===== src/core/pps_pkg.sv =====
/*
  Constants, codes and helpers for the remappable pin selection block.
  Assumes a 32-bit APB register bus and one system clock.
*/
`default_nettype none
package pps_pkg;
  // --------------------------------------------------------------
  // Field sizes and register map
  // --------------------------------------------------------------
  localparam int CODE_W = 6;
  localparam int SRC_W = 7;
  localparam int ADDR_W = 12;
  localparam int REG_W = 16;
  localparam int NUM_PINS = 4;
  localparam int HI_LSB = 8;
  localparam int LO_LSB = 0;
  localparam logic [ADDR_W-1:0] OFS_CODEC_SEL = 12'h000;
  localparam logic [ADDR_W-1:0] OFS_PAIR_A = 12'h004;
  localparam logic [ADDR_W-1:0] OFS_PAIR_B = 12'h008;
  localparam logic [ADDR_W-1:0] OFS_STATUS = 12'h00c;
  localparam logic [REG_W-1:0] REG_RESET = 16'h0000;
  localparam logic [REG_W-1:0] MASK_INPUT_SEL = 16'h7f7f;
  localparam logic [REG_W-1:0] MASK_OUTPUT_SEL = 16'h3f3f;
  localparam logic [31:0] RSV_ALWAYS_ZERO = 32'hffff8080;
  localparam int PIN_113 = 0;
  localparam int PIN_118 = 1;
  localparam int PIN_120 = 2;
  localparam int PIN_125 = 3;
  // --------------------------------------------------------------
  // Output function codes
  // --------------------------------------------------------------
  localparam logic [CODE_W-1:0] FN_DEFAULT_PORT = 6'h00;
  localparam logic [CODE_W-1:0] FN_SERIAL_ONE_TX = 6'h01;
  localparam logic [CODE_W-1:0] FN_SERIAL_TWO_TX = 6'h03;
  localparam logic [CODE_W-1:0] FN_SYNC2_DATA = 6'h08;
  localparam logic [CODE_W-1:0] FN_SYNC2_CLOCK = 6'h09;
  localparam logic [CODE_W-1:0] FN_SYNC2_SELECT = 6'h0a;
  localparam logic [CODE_W-1:0] FN_CODEC_DATA = 6'h0b;
  localparam logic [CODE_W-1:0] FN_CODEC_CLOCK = 6'h0c;
  localparam logic [CODE_W-1:0] FN_CODEC_FRAME = 6'h0d;
  localparam logic [CODE_W-1:0] FN_CAN_ONE_TX = 6'h0e;
  localparam logic [CODE_W-1:0] FN_CAN_TWO_TX = 6'h0f;
  localparam logic [CODE_W-1:0] FN_COMPARE_FIRST = 6'h10;
  localparam logic [CODE_W-1:0] FN_COMPARE_LAST = 6'h17;
  localparam logic [CODE_W-1:0] FN_CMP_FIRST = 6'h18;
  localparam logic [CODE_W-1:0] FN_CMP_SECOND = 6'h19;
  localparam logic [CODE_W-1:0] FN_CMP_THIRD = 6'h1a;
  localparam logic [CODE_W-1:0] FN_SERIAL_THREE_TX = 6'h1b;
  localparam logic [CODE_W-1:0] FN_SERIAL_THREE_RTS = 6'h1c;
  localparam logic [CODE_W-1:0] FN_SERIAL_FOUR_TX = 6'h1d;
  localparam logic [CODE_W-1:0] FN_SERIAL_FOUR_RTS = 6'h1e;
  localparam logic [CODE_W-1:0] FN_SYNC3_DATA = 6'h1f;
  localparam logic [CODE_W-1:0] FN_SYNC3_CLOCK = 6'h20;
  localparam logic [CODE_W-1:0] FN_SYNC3_SELECT = 6'h21;
  localparam logic [CODE_W-1:0] FN_PRIMARY_SYNC = 6'h2d;
  localparam logic [CODE_W-1:0] FN_SECONDARY_SYNC = 6'h2e;
  localparam logic [CODE_W-1:0] FN_ENCODER_ONE_CMP = 6'h2f;
  localparam logic [CODE_W-1:0] FN_ENCODER_TWO_CMP = 6'h30;
  localparam logic [CODE_W-1:0] FN_REFCLK_OUT = 6'h31;
  localparam logic [CODE_W-1:0] FN_CMP_FOURTH = 6'h32;
  localparam logic [CODE_W-1:0] FN_CMP_FIFTH = 6'h33;
  // --------------------------------------------------------------
  // Input source codes
  // --------------------------------------------------------------
  localparam logic [SRC_W-1:0] SRC_GROUND = 7'h00;
  localparam logic [SRC_W-1:0] SRC_CMP_FIRST = 7'h01;
  localparam int SRC_FIRST_PIN = 2;
  localparam int SRC_LAST_PIN = 124;

  typedef enum logic [0:0] {
    BUS_IDLE = 1'b0,
    BUS_ANSWER = 1'b1
  } bus_state_type;

  // Codes that name a real function; all others fall back to the port
  function automatic logic code_assigned(input logic [CODE_W-1:0] code);
    code_assigned = (code == FN_SERIAL_ONE_TX) || (code == FN_SERIAL_TWO_TX) ||
                    ((code >= FN_SYNC2_DATA) && (code <= FN_SYNC3_SELECT)) ||
                    ((code >= FN_PRIMARY_SYNC) && (code <= FN_CMP_FIFTH));
  endfunction
endpackage
`default_nettype wire


===== src/core/output_function_mux.sv =====
/*
  One remappable output pin: picks a peripheral output by function code.
  Assumes the function vector has unassigned codes tied low.
*/
`timescale 1ns/1ps
`default_nettype none
module output_function_mux
  import pps_pkg::*;
(
  input wire logic [CODE_W-1:0] i_code,
  input wire logic [(1<<CODE_W)-1:0] i_functions,
  input wire logic i_port,
  output logic o_value,
  output logic o_from_function
);
  always_comb begin
    o_from_function = code_assigned(i_code);
    // Zero and spare codes hand the pin back to the port
    if (o_from_function) begin
      o_value = i_functions[i_code];
    end else begin
      o_value = i_port;
    end
  end
endmodule
`default_nettype wire


===== src/core/input_source_mux.sv =====
/*
  One remappable peripheral input: picks a source by a 7-bit select.
  Assumes source zero is tied to ground by the caller.
*/
`timescale 1ns/1ps
`default_nettype none
module input_source_mux
  import pps_pkg::*;
(
  input wire logic [SRC_W-1:0] i_select,
  input wire logic [(1<<SRC_W)-1:0] i_sources,
  output logic o_value
);
  always_comb begin
    // Selects past the last pin read as ground
    if (i_select <= SRC_W'(SRC_LAST_PIN)) begin
      o_value = i_sources[i_select];
    end else begin
      o_value = 1'b0;
    end
  end
endmodule
`default_nettype wire


===== src/core/peripheral_pin_select.sv =====
/*
  Remappable pin selection: four output pins, codec clock and data inputs,
  three selection registers and a status register over APB.
  Assumes peripheral outputs share i_clk; input pins are asynchronous.
*/
`timescale 1ns/1ps
`default_nettype none
module peripheral_pin_select
  import pps_pkg::*;
(
  input wire logic i_clk,
  input wire logic i_sys_rst,
  input wire logic i_psel,
  input wire logic i_penable,
  input wire logic i_pwrite,
  input wire logic [ADDR_W-1:0] i_paddr,
  input wire logic [31:0] i_pwdata,
  input wire logic [3:0] i_pstrb,
  output logic [31:0] o_prdata,
  output logic o_pready,
  output logic o_pslverr,
  input wire logic i_serial_one_transmit,
  input wire logic i_serial_two_transmit,
  input wire logic i_serial_three_transmit,
  input wire logic i_serial_three_request_to_send,
  input wire logic i_serial_four_transmit,
  input wire logic i_serial_four_request_to_send,
  input wire logic i_sync_serial_two_data_out,
  input wire logic i_sync_serial_two_clock_out,
  input wire logic i_sync_serial_two_select,
  input wire logic i_sync_serial_three_data_out,
  input wire logic i_sync_serial_three_clock_out,
  input wire logic i_sync_serial_three_select,
  input wire logic i_codec_data_out,
  input wire logic i_codec_clock,
  input wire logic i_codec_frame_sync,
  input wire logic i_can_one_transmit,
  input wire logic i_can_two_transmit,
  input wire logic [7:0] i_compare_channel,
  input wire logic [4:0] i_comparator_result,
  input wire logic i_primary_timebase_sync,
  input wire logic i_secondary_timebase_sync,
  input wire logic i_encoder_one_compare_out,
  input wire logic i_encoder_two_compare_out,
  input wire logic i_reference_clock_out,
  input wire logic [NUM_PINS-1:0] i_port_out,
  input wire logic [SRC_LAST_PIN:SRC_FIRST_PIN] i_pin_in,
  output logic [NUM_PINS-1:0] o_pin_out,
  output logic [NUM_PINS-1:0] o_pin_from_function,
  output logic o_codec_clock_in,
  output logic o_codec_data_in
);
  // --------------------------------------------------------------
  // Declarations
  // --------------------------------------------------------------
  logic [REG_W-1:0] codec_sel;
  logic [REG_W-1:0] pair_a;
  logic [REG_W-1:0] pair_b;
  logic [CODE_W-1:0] pin_code [NUM_PINS];
  logic [(1<<CODE_W)-1:0] functions;
  logic [(1<<SRC_W)-1:0] sources;
  logic [SRC_LAST_PIN:SRC_FIRST_PIN] pin_meta;
  logic [SRC_LAST_PIN:SRC_FIRST_PIN] pin_sync;
  logic [NUM_PINS-1:0] next_pin_out;
  logic [NUM_PINS-1:0] next_from_function;
  logic next_codec_clock;
  logic next_codec_data;
  bus_state_type bus_state;
  logic access;
  logic commit;

  function automatic logic [1:0] reg_index(input logic [ADDR_W-1:0] addr);
    case (addr)
      OFS_CODEC_SEL: reg_index = 2'h0;
      OFS_PAIR_A: reg_index = 2'h1;
      OFS_PAIR_B: reg_index = 2'h2;
      default: reg_index = 2'h3;
    endcase
  endfunction

  function automatic logic mapped(input logic [ADDR_W-1:0] addr);
    mapped = (addr == OFS_CODEC_SEL) || (addr == OFS_PAIR_A) ||
             (addr == OFS_PAIR_B) || (addr == OFS_STATUS);
  endfunction

  // Byte lanes 0 and 1 carry the 16-bit register; upper lanes are dropped
  function automatic logic [REG_W-1:0] merge(input logic [REG_W-1:0] old,
                                             input logic [31:0] wdata,
                                             input logic [3:0] strb,
                                             input logic [REG_W-1:0] mask);
    logic [REG_W-1:0] val;
    val = old;
    if (strb[0]) begin
      val[7:0] = wdata[7:0];
    end
    if (strb[1]) begin
      val[15:8] = wdata[15:8];
    end
    merge = val & mask;
  endfunction

  // --------------------------------------------------------------
  // APB slave
  // --------------------------------------------------------------
  // One wait state: pready rises the cycle after the access phase starts
  assign access = i_psel && i_penable;
  assign commit = access && o_pready;

  always_ff @(posedge i_clk) begin
    if (i_sys_rst) begin
      bus_state <= BUS_IDLE;
      o_pready <= 1'b0;
      o_pslverr <= 1'b0;
      o_prdata <= 32'h0000_0000;
    end else begin
      case (bus_state)
        BUS_IDLE: begin
          if (access) begin
            bus_state <= BUS_ANSWER;
            o_pready <= 1'b1;
            o_pslverr <= !mapped(i_paddr);
            o_prdata <= 32'h0000_0000;
            if (!i_pwrite) begin
              case (reg_index(i_paddr))
                2'h0: o_prdata[REG_W-1:0] <= codec_sel;
                2'h1: o_prdata[REG_W-1:0] <= pair_a;
                2'h2: o_prdata[REG_W-1:0] <= pair_b;
                default: begin
                  if (i_paddr == OFS_STATUS) begin
                    o_prdata[NUM_PINS-1:0] <= o_pin_out;
                    o_prdata[HI_LSB +: NUM_PINS] <= o_pin_from_function;
                  end
                end
              endcase
            end
          end
        end
        BUS_ANSWER: begin
          bus_state <= BUS_IDLE;
          o_pready <= 1'b0;
          o_pslverr <= 1'b0;
        end
        default: begin
          bus_state <= BUS_IDLE;
          o_pready <= 1'b0;
        end
      endcase
    end
  end

  // --------------------------------------------------------------
  // Selection registers
  // --------------------------------------------------------------
  always_ff @(posedge i_clk) begin
    if (i_sys_rst) begin
      codec_sel <= REG_RESET;
      pair_a <= REG_RESET;
      pair_b <= REG_RESET;
    end else if (commit && i_pwrite) begin
      case (reg_index(i_paddr))
        2'h0: codec_sel <= merge(codec_sel, i_pwdata, i_pstrb, MASK_INPUT_SEL);
        2'h1: pair_a <= merge(pair_a, i_pwdata, i_pstrb, MASK_OUTPUT_SEL);
        2'h2: pair_b <= merge(pair_b, i_pwdata, i_pstrb, MASK_OUTPUT_SEL);
        default: begin
        end
      endcase
    end
  end

  assign pin_code[PIN_113] = pair_a[LO_LSB +: CODE_W];
  assign pin_code[PIN_118] = pair_a[HI_LSB +: CODE_W];
  assign pin_code[PIN_120] = pair_b[LO_LSB +: CODE_W];
  assign pin_code[PIN_125] = pair_b[HI_LSB +: CODE_W];

  // --------------------------------------------------------------
  // Output function vector
  // --------------------------------------------------------------
  // Unlisted codes stay low but the mux never reads them anyway
  always_comb begin
    functions = '0;
    functions[FN_SERIAL_ONE_TX] = i_serial_one_transmit;
    functions[FN_SERIAL_TWO_TX] = i_serial_two_transmit;
    functions[FN_SERIAL_THREE_TX] = i_serial_three_transmit;
    functions[FN_SERIAL_THREE_RTS] = i_serial_three_request_to_send;
    functions[FN_SERIAL_FOUR_TX] = i_serial_four_transmit;
    functions[FN_SERIAL_FOUR_RTS] = i_serial_four_request_to_send;
    functions[FN_SYNC2_DATA] = i_sync_serial_two_data_out;
    functions[FN_SYNC2_CLOCK] = i_sync_serial_two_clock_out;
    functions[FN_SYNC2_SELECT] = i_sync_serial_two_select;
    functions[FN_SYNC3_DATA] = i_sync_serial_three_data_out;
    functions[FN_SYNC3_CLOCK] = i_sync_serial_three_clock_out;
    functions[FN_SYNC3_SELECT] = i_sync_serial_three_select;
    functions[FN_CODEC_DATA] = i_codec_data_out;
    functions[FN_CODEC_CLOCK] = i_codec_clock;
    functions[FN_CODEC_FRAME] = i_codec_frame_sync;
    functions[FN_CAN_ONE_TX] = i_can_one_transmit;
    functions[FN_CAN_TWO_TX] = i_can_two_transmit;
    functions[FN_COMPARE_LAST:FN_COMPARE_FIRST] = i_compare_channel;
    functions[FN_CMP_FIRST] = i_comparator_result[0];
    functions[FN_CMP_SECOND] = i_comparator_result[1];
    functions[FN_CMP_THIRD] = i_comparator_result[2];
    functions[FN_CMP_FOURTH] = i_comparator_result[3];
    functions[FN_CMP_FIFTH] = i_comparator_result[4];
    functions[FN_PRIMARY_SYNC] = i_primary_timebase_sync;
    functions[FN_SECONDARY_SYNC] = i_secondary_timebase_sync;
    functions[FN_ENCODER_ONE_CMP] = i_encoder_one_compare_out;
    functions[FN_ENCODER_TWO_CMP] = i_encoder_two_compare_out;
    functions[FN_REFCLK_OUT] = i_reference_clock_out;
  end

  // --------------------------------------------------------------
  // Output pins
  // --------------------------------------------------------------
  // The output flop adds one cycle of latency to every routed signal
  for (genvar p = 0; p < NUM_PINS; p++) begin : g_pin
    output_function_mux u_mux (
      .i_code(pin_code[p]),
      .i_functions(functions),
      .i_port(i_port_out[p]),
      .o_value(next_pin_out[p]),
      .o_from_function(next_from_function[p])
    );
  end

  always_ff @(posedge i_clk) begin
    if (i_sys_rst) begin
      o_pin_out <= '0;
      o_pin_from_function <= '0;
    end else begin
      o_pin_out <= next_pin_out;
      o_pin_from_function <= next_from_function;
    end
  end

  // --------------------------------------------------------------
  // Input pins and codec inputs
  // --------------------------------------------------------------
  // Pins are asynchronous, so two flops guard against metastability
  always_ff @(posedge i_clk) begin
    if (i_sys_rst) begin
      pin_meta <= '0;
      pin_sync <= '0;
    end else begin
      pin_meta <= i_pin_in;
      pin_sync <= pin_meta;
    end
  end

  always_comb begin
    sources = '0;
    sources[SRC_GROUND] = 1'b0;
    sources[SRC_CMP_FIRST] = i_comparator_result[0];
    sources[SRC_LAST_PIN:SRC_FIRST_PIN] = pin_sync;
  end

  input_source_mux u_codec_clock (
    .i_select(codec_sel[HI_LSB +: SRC_W]),
    .i_sources(sources),
    .o_value(next_codec_clock)
  );

  input_source_mux u_codec_data (
    .i_select(codec_sel[LO_LSB +: SRC_W]),
    .i_sources(sources),
    .o_value(next_codec_data)
  );

  always_ff @(posedge i_clk) begin
    if (i_sys_rst) begin
      o_codec_clock_in <= 1'b0;
      o_codec_data_in <= 1'b0;
    end else begin
      o_codec_clock_in <= next_codec_clock;
      o_codec_data_in <= next_codec_data;
    end
  end
endmodule
`default_nettype wire


===== config.mk =====
export PLATFORM = sky130hd
export DESIGN_NAME = peripheral_pin_select
export DESIGN_NICKNAME = d
export VERILOG_FILES = /design/src/core/pps_pkg.sv /design/src/core/output_function_mux.sv /design/src/core/input_source_mux.sv /design/src/core/peripheral_pin_select.sv
export SDC_FILE = /design/constraint.sdc
export NUM_CORES = 1
export LEC_CHECK = 0
export BUFFER_PORTS_ARGS = -buffer_cell sky130_fd_sc_hd__buf_2
export CORE_MARGIN = 10
export CORE_UTILIZATION = 40
export CTS_CLUSTER_SIZE = 16
export DETAILED_ROUTE_END_ITERATION = 8
export PLACE_DENSITY = 0.63
export SLEW_MARGIN = 20
export SYNTH_ARGS = -nofsm -noshare
export SYNTH_HDL_FRONTEND = slang
export SYNTH_SLANG_ARGS = --single-unit

===== constraint.sdc =====
create_clock -name i_clk -period 2.4 [get_ports i_clk]
set_input_delay 0.24 -clock i_clk [delete_from_list [all_inputs] [get_ports i_clk]]
set_output_delay 0.24 -clock i_clk [all_outputs]
set_load 0.02 [all_outputs]

==> impl_results.md, run 1 <==
* CTS tree: done
* Async S/R FF share, synth at 0%
* Slew headroom at 55.7%
* Power Internal at 9070 uW
* Number of global-route vias before repair at about 10000
* Slew Limit Fails at 0
* Share of layout cells above drive strength 1 at approximately 28%
* CORE AREA at about 32000 um^2
* Total negative slack at 0 ns
* Synth cell types at between 50 and 60
* First-pass GRT wire length at 54400 um
* Row count at 65
* Worst setup path class: register to register
* Worst Path Required at 2.82 ns
* Starting density of the core at between 40% and 50%
* Ys Warns at 0
* CP Launch Type: register
* Switching power at around 2500 uW
* Top FF cell, synth: dfxtp_1
* Mapped Area at 12900 um^2
* Die Span X at roughly 200 um
* CTS Buffer Depth at 3
* Pwr/cell area at ~680 nW/um^2
* Placed cells at between 1500 and 2000
* # port buffers at 220
* Post-synth top area share at about half
* Wire per inst at 18.3 um
* Switching part of the total power at between 20 and 25%
* Crit path capture type: register
* Filler Cell Count at 2762
* DRC viols at 0
* Status: finished clean
* Syn avg cell area at about 11 um^2
* Worst-margin pin slew at about 0.66 ns
* Dpl ws at around 0.035 ns
* Routed wire length at approximately 35000 um
* VDD IR-drop max at slightly above 0.4 mV
* Met3 WL post-DR at between 2000 and 2500 um
* Htree depth at 2
* Share of the yosys chip area belonging to registers at between 40% and 50%
* Final Non-Filler Cells at between 1500 and 2000
* Initial antenna violation count at 0
* Clk pin slew, worst setup/hold paths at about 0.060 ns
* Leak pwr at approximately 0.0069 uW
* Class of the worst hold path: input port to register
* Max Used Layer: met4
* # setup viols final at 0
* Number of synthesized flops with an enable pin at 0
* IO Count at about 260
* Area grow syn2layout at 31.0%
* DP HPWL at approximately 25000 um
* Most frequent cell after synthesis: dfxtp_1
* Total track usage at 17.2%
* Crit path DAT at around 2.7 ns
* Highest clock rate at around 0.45 GHz
* Clock latency on the worst-skew pair at 0.52 ns
* Ranking of synthesized cells by area: dfxtp_1, mux4_2, nor2b_1
* RSZ-0062 raised after global routing: no
* Die area at between 30000 and 40000 um^2
* Layout Nets at between 1500 and 2000
* Initial DRC Count at approximately 530
* Num CTS Buffers at 34
* Util after Layout at 53.3%
* Logic pwr share at between 7 and 8%
* CTS root buffer: clkbuf_16
* WL met2 at 17000 um
* MaxCap Viol Count at 0
* Synthesized instance count at between 1000 and 1500
* Final Hold Viols at 0
* Clock network fraction of design power at a little under half
* Met1 wire length at about 15000 um
* GP Congestion at about 0.89
* Gr ovfl total at 0
* Setup slack after layout at between 0.15 and 0.2 ns
* First-pass iteration count of the detailed router at 5
* Fin Clk Skew at 0.0202 ns
* Synth top cells by count: dfxtp_1, nor2b_1, mux4_2
* Die height at roughly 200 um
* Vias post-DR at 9601
* Clock sink total at around 310
* DRT antenna net count at 0
* Tmin final at 2.25 ns
* Largest net degree at the start of global routing at between 100 and 150
* Hold_ws at roughly 0.015 ns
* Antenna fix cells at 0
* Crit-path max FO at 7
* Post-synthesis register bit count at 311
* Yosys top cell by area: dfxtp_1
* Vias per inst at 5.04
* Sequential power share at between 40 and 50%
* Final period util at about 94%
==> stage by stage <==
stage,instance area (um^2),total power (uW)
final,16900,11600
after global routing,16900,12000
after CTS,16900,11700
after detailed placement,14500,6200
after global placement,14500,6190
after floorplan,13000,5920
==> cell families (layout without fill, tap and decap cells) <==
family	Yosys count	after routing	synth area share (%)
simple gates	419	419	18.1
buf+inv	119	462	4.46
mux	187	187	23.7
flops	311	311	48.2
other cells	1	18	0.0290
compound gates	105	105	5.53
==> sequential cells by signal (all words and copies together) (netlist names) <==
| name | count |
|---|---|
| codec_sel | 14 |
| bus_state | 1 |
| o_codec_clock_in | 1 |
| pair_a | 12 |
| o_pslverr | 1 |
| pin_sync | 123 |
| o_pin_out | 4 |
| o_pready | 1 |
| o_codec_data_in | 1 |
| o_prdata | 14 |
| pin_meta | 123 |
| pair_b | 12 |
| o_pin_from_function | 4 |
==> cells in the final DEF, fill, tap and decap left out, drive strengths merged, types with 3 or more instances in the layout <==
master,n
a22oi,14
o221ai,5
nor2,67
o21ai,27
nand3,8
a211oi,5
nor2b,260
dlygate4sd3,128
clkinv,11
a31oi,10
buf,264
nor3,16
inv,12
bufinv,4
o211ai,3
mux2i,84
dfxtp,311
nand3b,3
nand2,42
o32a,4
nor4,8
mux4,92
conb,18
nor3b,3
a21oi,14
mux2,11
clkbuf,42
a2111oi,4
==> power groups by stage <==
stage	clock network (uW)	logic, uW	registers (uW)
after floorplan	0	393	5520
after global placement	0	645	5540
after detailed placement	0	651	5550
after CTS	5420	815	5440
after global routing	5640	896	5450
final	5330	819	5430
==> routing by layer <==
metal | track usage (%) | up-vias
li1 | - | 4642
met1 | 21.7 | 4610
met2 | 29.0 | 308
met3 | 4.09 | 41
met4 | 4.07 | 0
met5 | 0 | -
==> final cells by class <==
type	count	area [um^2]	share of cell area, %
inverters	11	41.3	0.244
repair buffers	392	2800	16.5
clock buffers	42	931	5.50
flip-flops and latches	311	6230	36.8
clock inverters	17	239	1.41
multi-input cells	729	6180	36.5
well taps	402	503	2.97
==> path summary, 6_finish.rpt <==
path / to / startpoint / cells past startpoint / slack (ns)
max: o_pin_out[2]$_SDFF_PP0_ / pair_b[0]$_SDFFE_PP0P_ / 4 / 0.15
min: codec_sel[10]$_SDFFE_PP0P_ / i_pwdata[10] / 3 / 0.01
max reg2reg: o_pin_out[2]$_SDFF_PP0_ / pair_b[0]$_SDFFE_PP0P_ / 4 / 0.15
min reg2reg: pin_sync[120]$_SDFF_PP0_ / pin_meta[120]$_SDFF_PP0_ / 1 / 0.43
==> repair_timing <==
| item | in CTS | in global routing |
|---|---|---|
| hold buffers | 127 | 1 |
| endpoints found under the hold margin | 133 | 1 |
| buffers inserted | 0 | 0 |
| endpoints found under the setup margin | 0 | 1 |
| resized for setup | 0 | 1 |
==> critical path, cell delays in order, from the launching register on <==
cell	delay, ns
dfxtp_2	0.44
mux4_1	0.59
mux4_2	0.47
mux4_2	0.46
o21a_1	0.17
No activity file was read; power rests on OpenSTA's default activity.
==> inputs of run 2 (changes only) <==
--- a/config.mk
+++ b/config.mk
@@ -5,12 +5,13 @@
 export SDC_FILE = /design/constraint.sdc
 export NUM_CORES = 1
 export LEC_CHECK = 0
-export BUFFER_PORTS_ARGS = -buffer_cell sky130_fd_sc_hd__buf_2
+export BUFFER_PORTS_ARGS = -buffer_cell sky130_fd_sc_hd__clkbuf_2
 export CORE_MARGIN = 10
 export CORE_UTILIZATION = 40
 export CTS_CLUSTER_SIZE = 16
 export DETAILED_ROUTE_END_ITERATION = 8
 export PLACE_DENSITY = 0.63
+export RECOVER_POWER = 25
 export SLEW_MARGIN = 20
 export SYNTH_ARGS = -nofsm -noshare
 export SYNTH_HDL_FRONTEND = slang
==> constraint.sdc (replaced) <==
create_clock -name i_clk -period 2.6 [get_ports i_clk]
set_input_delay 0.26 -clock i_clk [delete_from_list [all_inputs] [get_ports i_clk]]
set_output_delay 0.26 -clock i_clk [all_outputs]
set_load 0.02 [all_outputs]
==> impl_results.md, run 2 (synthesized netlist as in run 1, its figures left out) <==
* CTS tree: done
* GR Util met2 at ~30%
* # setup viols final at 0
* Die height at 200 um
* Highest clock rate at just over 0.4 GHz
* Setup slack after layout at 0.168 ns
* Crit path capture type: register
* Number of global-route vias before repair at a little over 10000
* Crit-path max FO at 14
* Util after Layout at a little over half
* Gr ovfl total at 0
* Total track usage at between 10% and 20%
* Slew Limit Fails at about 120
* Antenna fix cells at 0
* Footprint of the multi-input gates at around 6200 um^2
* CORE AREA at approximately 32000 um^2
* Layout Nets at ~1700
* MaxCap Viol Count at 1
* Crit path DAT at slightly below 3 ns
* Starting density of the core at 40.7%
* R2r setup slk at between 0.15 and 0.2 ns
* CTS Buffer Depth at 3
* Leak pwr at a little under 0.007 uW
* Worst-margin pin slew at between 2 and 3 ns
* Die area at 39900 um^2
* Routed wire length at 35000 um
* Row count at between 60 and 70
* First-pass GRT wire length at 55500 um
* Worst Path Required at 3.05 ns
* DP HPWL at between 20000 and 30000 um
* Switching part of the total power at roughly 22%
* Switching power at around 2300 uW
* Pwr/cell area at between 600 and 700 nW/um^2
* Grt peak-use layer: met2
* Total Power at about 11000 uW
* Num CTS Buffers at 31
* Met3 usage at 3.40%
* Clk pin slew, worst setup/hold paths at ~0.070 ns
* Wire per inst at about 18 um
* Postcts setup bufs at 0
* Vias per inst at approximately 5.0
* Clock sink total at approximately 310
* Worst setup path class: register to register
* First-pass iteration count of the detailed router at 5
* Filler Cell Count at 2700
* Failing checks: capacitance limit, slew limit
* Status: complete, but fails checks
* DRC viols at 0
* # port buffers at between 200 and 250
* Area grow syn2layout at 31.1%
* Met1 Track Usage GR at 22.7%
* Register area at 6230 um^2
* Dpl ws at 0.194 ns
* Sequential power share at between 40% and 50%
* Clock latency on the worst-skew pair at roughly 0.58 ns
* Biggest regs: pin_meta (123), pin_sync (123)
* RSZ-0062 raised after global routing: no
* Share of layout cells above drive strength 1 at 27.8%
* Tmin final at roughly 2.4 ns
* Commonest non-fill, non-tap cell in the layout: dfxtp_1
* Htree depth at 1
* GP Congestion at between 0.8 and 0.9
* VDD IR-drop max at a little over 0.5 mV
* Power Internal at approximately 8300 uW
* Vias post-DR at roughly 9600
* Initial DRC Count at between 500 and 600
* Initial antenna violation count at 0
* Total negative slack at 0 ns
* Die Span X at 200 um
* DRT antenna net count at 0
* Fin Clk Skew at 0.0171 ns
* Largest net degree at the start of global routing at approximately 130
* CTS root buffer: clkbuf_16
* Slew headroom at -71.5%
* IO Count at between 200 and 300
* Most used cells in the layout excluding fill and tap cells: dfxtp_1, nor2b_1, clkbuf_2
* Clock network fraction of design power at 45.4%
* Final period util at 93.5%
* CP Launch Type: register
* Final Hold Viols at 0
* Logic pwr share at ~7.3%
* Class of the worst hold path: input port to register
## run 2: cell count changes in the layout (fill, tap and decap cells not counted), sizes merged
cell / delta
clkinvlp: +4
inv: +3
clkbuf: +215
buf: -226
bufinv: +1
clkinv: -4
dlygate4sd3: +14
## run 2: what timing repair did
action                     CTS  global route
hold endpoints to repair   154             0
setup endpoints to repair    0             1
resized for setup            0             1
hold buffers               142             0
## run 2: final timing paths
kind                                   from                          to  cells after the start
hold / removal                i_port_out[2]     o_pin_out[2]$_SDFF_PP0_                      4
hold reg to reg     pin_meta[49]$_SDFF_PP0_     pin_sync[49]$_SDFF_PP0_                      1
setup / recovery  codec_sel[0]$_SDFFE_PP0P_  o_codec_data_in$_SDFF_PP0_                      7
setup reg to reg  codec_sel[0]$_SDFFE_PP0P_  o_codec_data_in$_SDFF_PP0_                      7
## run 2: power by group through the flow
stage	clock, uW	combinational (uW)	sequential (uW)
global placement	0	587	5120
global route	5090	843	5040
detailed placement	0	592	5130
floorplan	0	363	5100
finish	4820	769	5020
CTS	4910	766	5020
## run 2: per-layer routing
| layer | share of wire (%) | vias to the layer above |
|---|---|---|
| li1 | - | 4671 |
| met1 | 44 | 4599 |
| met2 | 49 | 279 |
| met3 | 6.0 | 39 |
| met4 | 1.5 | 0 |
| met5 | 0 | - |
## run 2: critical path, stage by stage, from the launching register on
cell and delay (ns):
dfxtp_2 0.70, buf_4 0.33, nor2b_1 0.07, a2111oi_0 0.53, a311oi_1 0.12, a221oi_1 0.30, a211o_1 0.17, a22oi_1 0.08
## run 2: layout make-up
cell class | count | area share, %
Sequential cell | 311 | 36.8
Multi-Input combinational cell | 729 | 36.5
Timing Repair Buffer | 400 | 16.8
Clock buffer | 37 | 5.01
Tap cell | 402 | 2.97
Clock inverter | 21 | 1.66
Inverter | 11 | 0.244
## run 2: per-stage QoR
step                      area, um^2  cells  hold WS (ns)
after global routing           16900   1911        0.0350
final                          16900   1911        0.0247
after detailed placement       14400   1711         0.421
after CTS                      16900   1911        0.0117
after global placement         14400   1711         0.424
after floorplan                13000   1159         0.388
==> inputs of run 3 (changes only) <==
--- a/config.mk
+++ b/config.mk
@@ -6,11 +6,13 @@
 export NUM_CORES = 1
 export LEC_CHECK = 0
 export BUFFER_PORTS_ARGS = -buffer_cell sky130_fd_sc_hd__clkbuf_2
+export CELL_PAD_IN_SITES_DETAIL_PLACEMENT = 1
+export CELL_PAD_IN_SITES_GLOBAL_PLACEMENT = 1
 export CORE_MARGIN = 10
 export CORE_UTILIZATION = 40
 export CTS_CLUSTER_SIZE = 16
 export DETAILED_ROUTE_END_ITERATION = 8
-export PLACE_DENSITY = 0.63
+export PLACE_DENSITY = 0.77
 export RECOVER_POWER = 25
 export SLEW_MARGIN = 20
 export SYNTH_ARGS = -nofsm -noshare
==> impl_results.md, run 3 (synthesized netlist as in run 1, its figures left out) <==
* First-pass GRT wire length at 61700 um
* CTS Buffer Depth at 3
* Crit path capture type: register
* Crit path DAT at 2.80 ns
* DRC viols at 0
* FF-to-FF End: o_pin_out[2]$_SDFF_PP0_
* Pwr/cell area at ~650 nW/um^2
* Filler Cell Count at 3376
* Gr ovfl total at 0
* Critical Path End: o_pin_out[2]$_SDFF_PP0_
* Postcts setup bufs at 0
* Number of global-route vias before repair at roughly 11000
* Biggest regs: pin_meta (123), pin_sync (123)
* CP max-delay cell: mux4_1
* Clock latency on the worst-skew pair at 0.51 ns
* DRT antenna net count at 0
* # setup viols final at 0
* MaxCap Viol Count at 1
* Register area at 6230 um^2
* CP Launch Point: pair_b[0]$_SDFFE_PP0P_
* Die area at ~40000 um^2
* Slew headroom at -25.6%
* Fin Clk Skew at between 0.015 and 0.02 ns
* Placed cells at about 1700
* Final Non-Filler Cells at around 1900
* Worst-margin pin slew at around 1.9 ns
* Slew Limit Fails at 89
* Worst Path Required at ~3 ns
* CORE AREA at about 32000 um^2
* Largest net degree at the start of global routing at 91
* IO Count at 259
* Final period util at slightly above 90%
* Area grow syn2layout at 29.8%
* Initial DRC Count at between 400 and 500
* Wire per inst at about 21 um
* Total track usage at around a fifth
* VDD IR-drop max at about 0.42 mV
* Commonest non-fill, non-tap cell in the layout: dfxtp_1
* Num CTS Buffers at 35
* Total negative slack at 0 ns
* CP Launch Type: register
* Register-to-Register Path Depth at 4
* Starting density of the core at between 40% and 50%
* Worst setup path class: register to register
* Initial antenna violation count at 1
* Htree depth at 2
* Routed wire length at between 30000 and 40000 um
* Slowest stage delay, CP at roughly 0.62 ns
* CP Cell Sequence: mux4_1, mux4_2, mux4_2, o21a_1
* Share of layout cells above drive strength 1 at ~28%
* Row count at 65
* Clk pin slew, worst setup/hold paths at about 0.06 ns
* Crit-path max FO at 7
* CP most frequent cell: mux4_2
* # port buffers at 220
* DP HPWL at 27000 um
* Buf+Inv Stages, Crit Path at 0
* RR Startpoint: pair_b[0]$_SDFFE_PP0P_
* Crit path max-delay family: multiplexers
* RSZ-0062 raised after global routing: no
* Clock sink total at around 310
* R2r setup slk at roughly 0.2 ns
* Util after Layout at 52.8%
* Footprint of the multi-input gates at 6180 um^2
* Failing checks: capacitance limit, slew limit
* Most used cells in the layout excluding fill and tap cells: dfxtp_1, nor2b_1, clkbuf_2
* CTS root buffer: clkbuf_16
* Highest clock rate at around 0.42 GHz
* Layout Nets at between 1500 and 2000
* Die height at between 150 and 200 um
* CTS tree: done
* Final Hold Viols at 0
* GP Congestion at 0.839
* Hold_ws at between 0.02 and 0.03 ns
* First-pass iteration count of the detailed router at 4
* Status: complete, but fails checks
* Tmin final at 2.40 ns
* Vias post-DR at 9885
* Leak pwr at a little under 0.007 uW
* Class of the worst hold path: input port to register
* Vias per inst at ~5.2
* Crit path depth at 4
* Die Span X at approximately 200 um
==> run 3: how the worst min path moves through the flow <==
stage                                  startpoint                        to  slack (ns)  cells past startpoint
final                               i_pin_in[123]  pin_meta[123]$_SDFF_PP0_        0.03                      2
after global routing                i_pin_in[123]  pin_meta[123]$_SDFF_PP0_        0.02                      2
after CTS                            i_pin_in[77]   pin_meta[77]$_SDFF_PP0_        0.01                      2
after detailed placement  pin_meta[41]$_SDFF_PP0_   pin_sync[41]$_SDFF_PP0_        0.42                      1
after global placement    pin_meta[65]$_SDFF_PP0_   pin_sync[65]$_SDFF_PP0_        0.42                      1
after floorplan                     i_pin_in[100]  pin_meta[100]$_SDFF_PP0_        0.39                      1
==> run 3: cell type report <==
| cell class | count | area share [%] |
|---|---|---|
| Clock inverter | 17 | 1.27 |
| Sequential cell | 311 | 37.2 |
| Inverter | 11 | 0.246 |
| Timing Repair Buffer | 372 | 15.5 |
| Antenna cell | 1 | 0.0149 |
| Multi-Input combinational cell | 729 | 36.9 |
| Clock buffer | 45 | 5.93 |
| Tap cell | 402 | 3.00 |
==> run 3: where the power goes <==
part	switching (uW)	internal, uW	leakage (uW)
logic	338	431	0.00368
clock network	1980	3120	0.000600
registers	75.5	4950	0.00256
total	2400	8500	0.00684
==> run 3: stage by stage <==
step           instance area [um^2]  setup WS [ns]  total power, uW
2_1_floorplan                 13000          0.384             5460
5_1_grt                       16800          0.124            11300
4_1_cts                       16800          0.179            11000
3_5_place_dp                  14400          0.176             5730
3_3_place_gp                  14400          0.210             5710
6_report                      16800          0.204            10900
==> run 3: layer usage <==
metal / routed length, um / global-route usage, % / vias up
met4: 1030 / 6.59 / 0
met2: 20200 / 34.8 / 312
met3: 2730 / 4.56 / 73
li1: - / - / 4610
met5: 0 / 0 / -
met1: 16000 / 23.3 / 4890
==> run 3: timing repair <==
action                                 4_1_cts  5_1_grt
setup endpoints to repair                    0        1
hold buffers                               118        0
resized for setup                            0        1
endpoints found under the hold margin      118        0
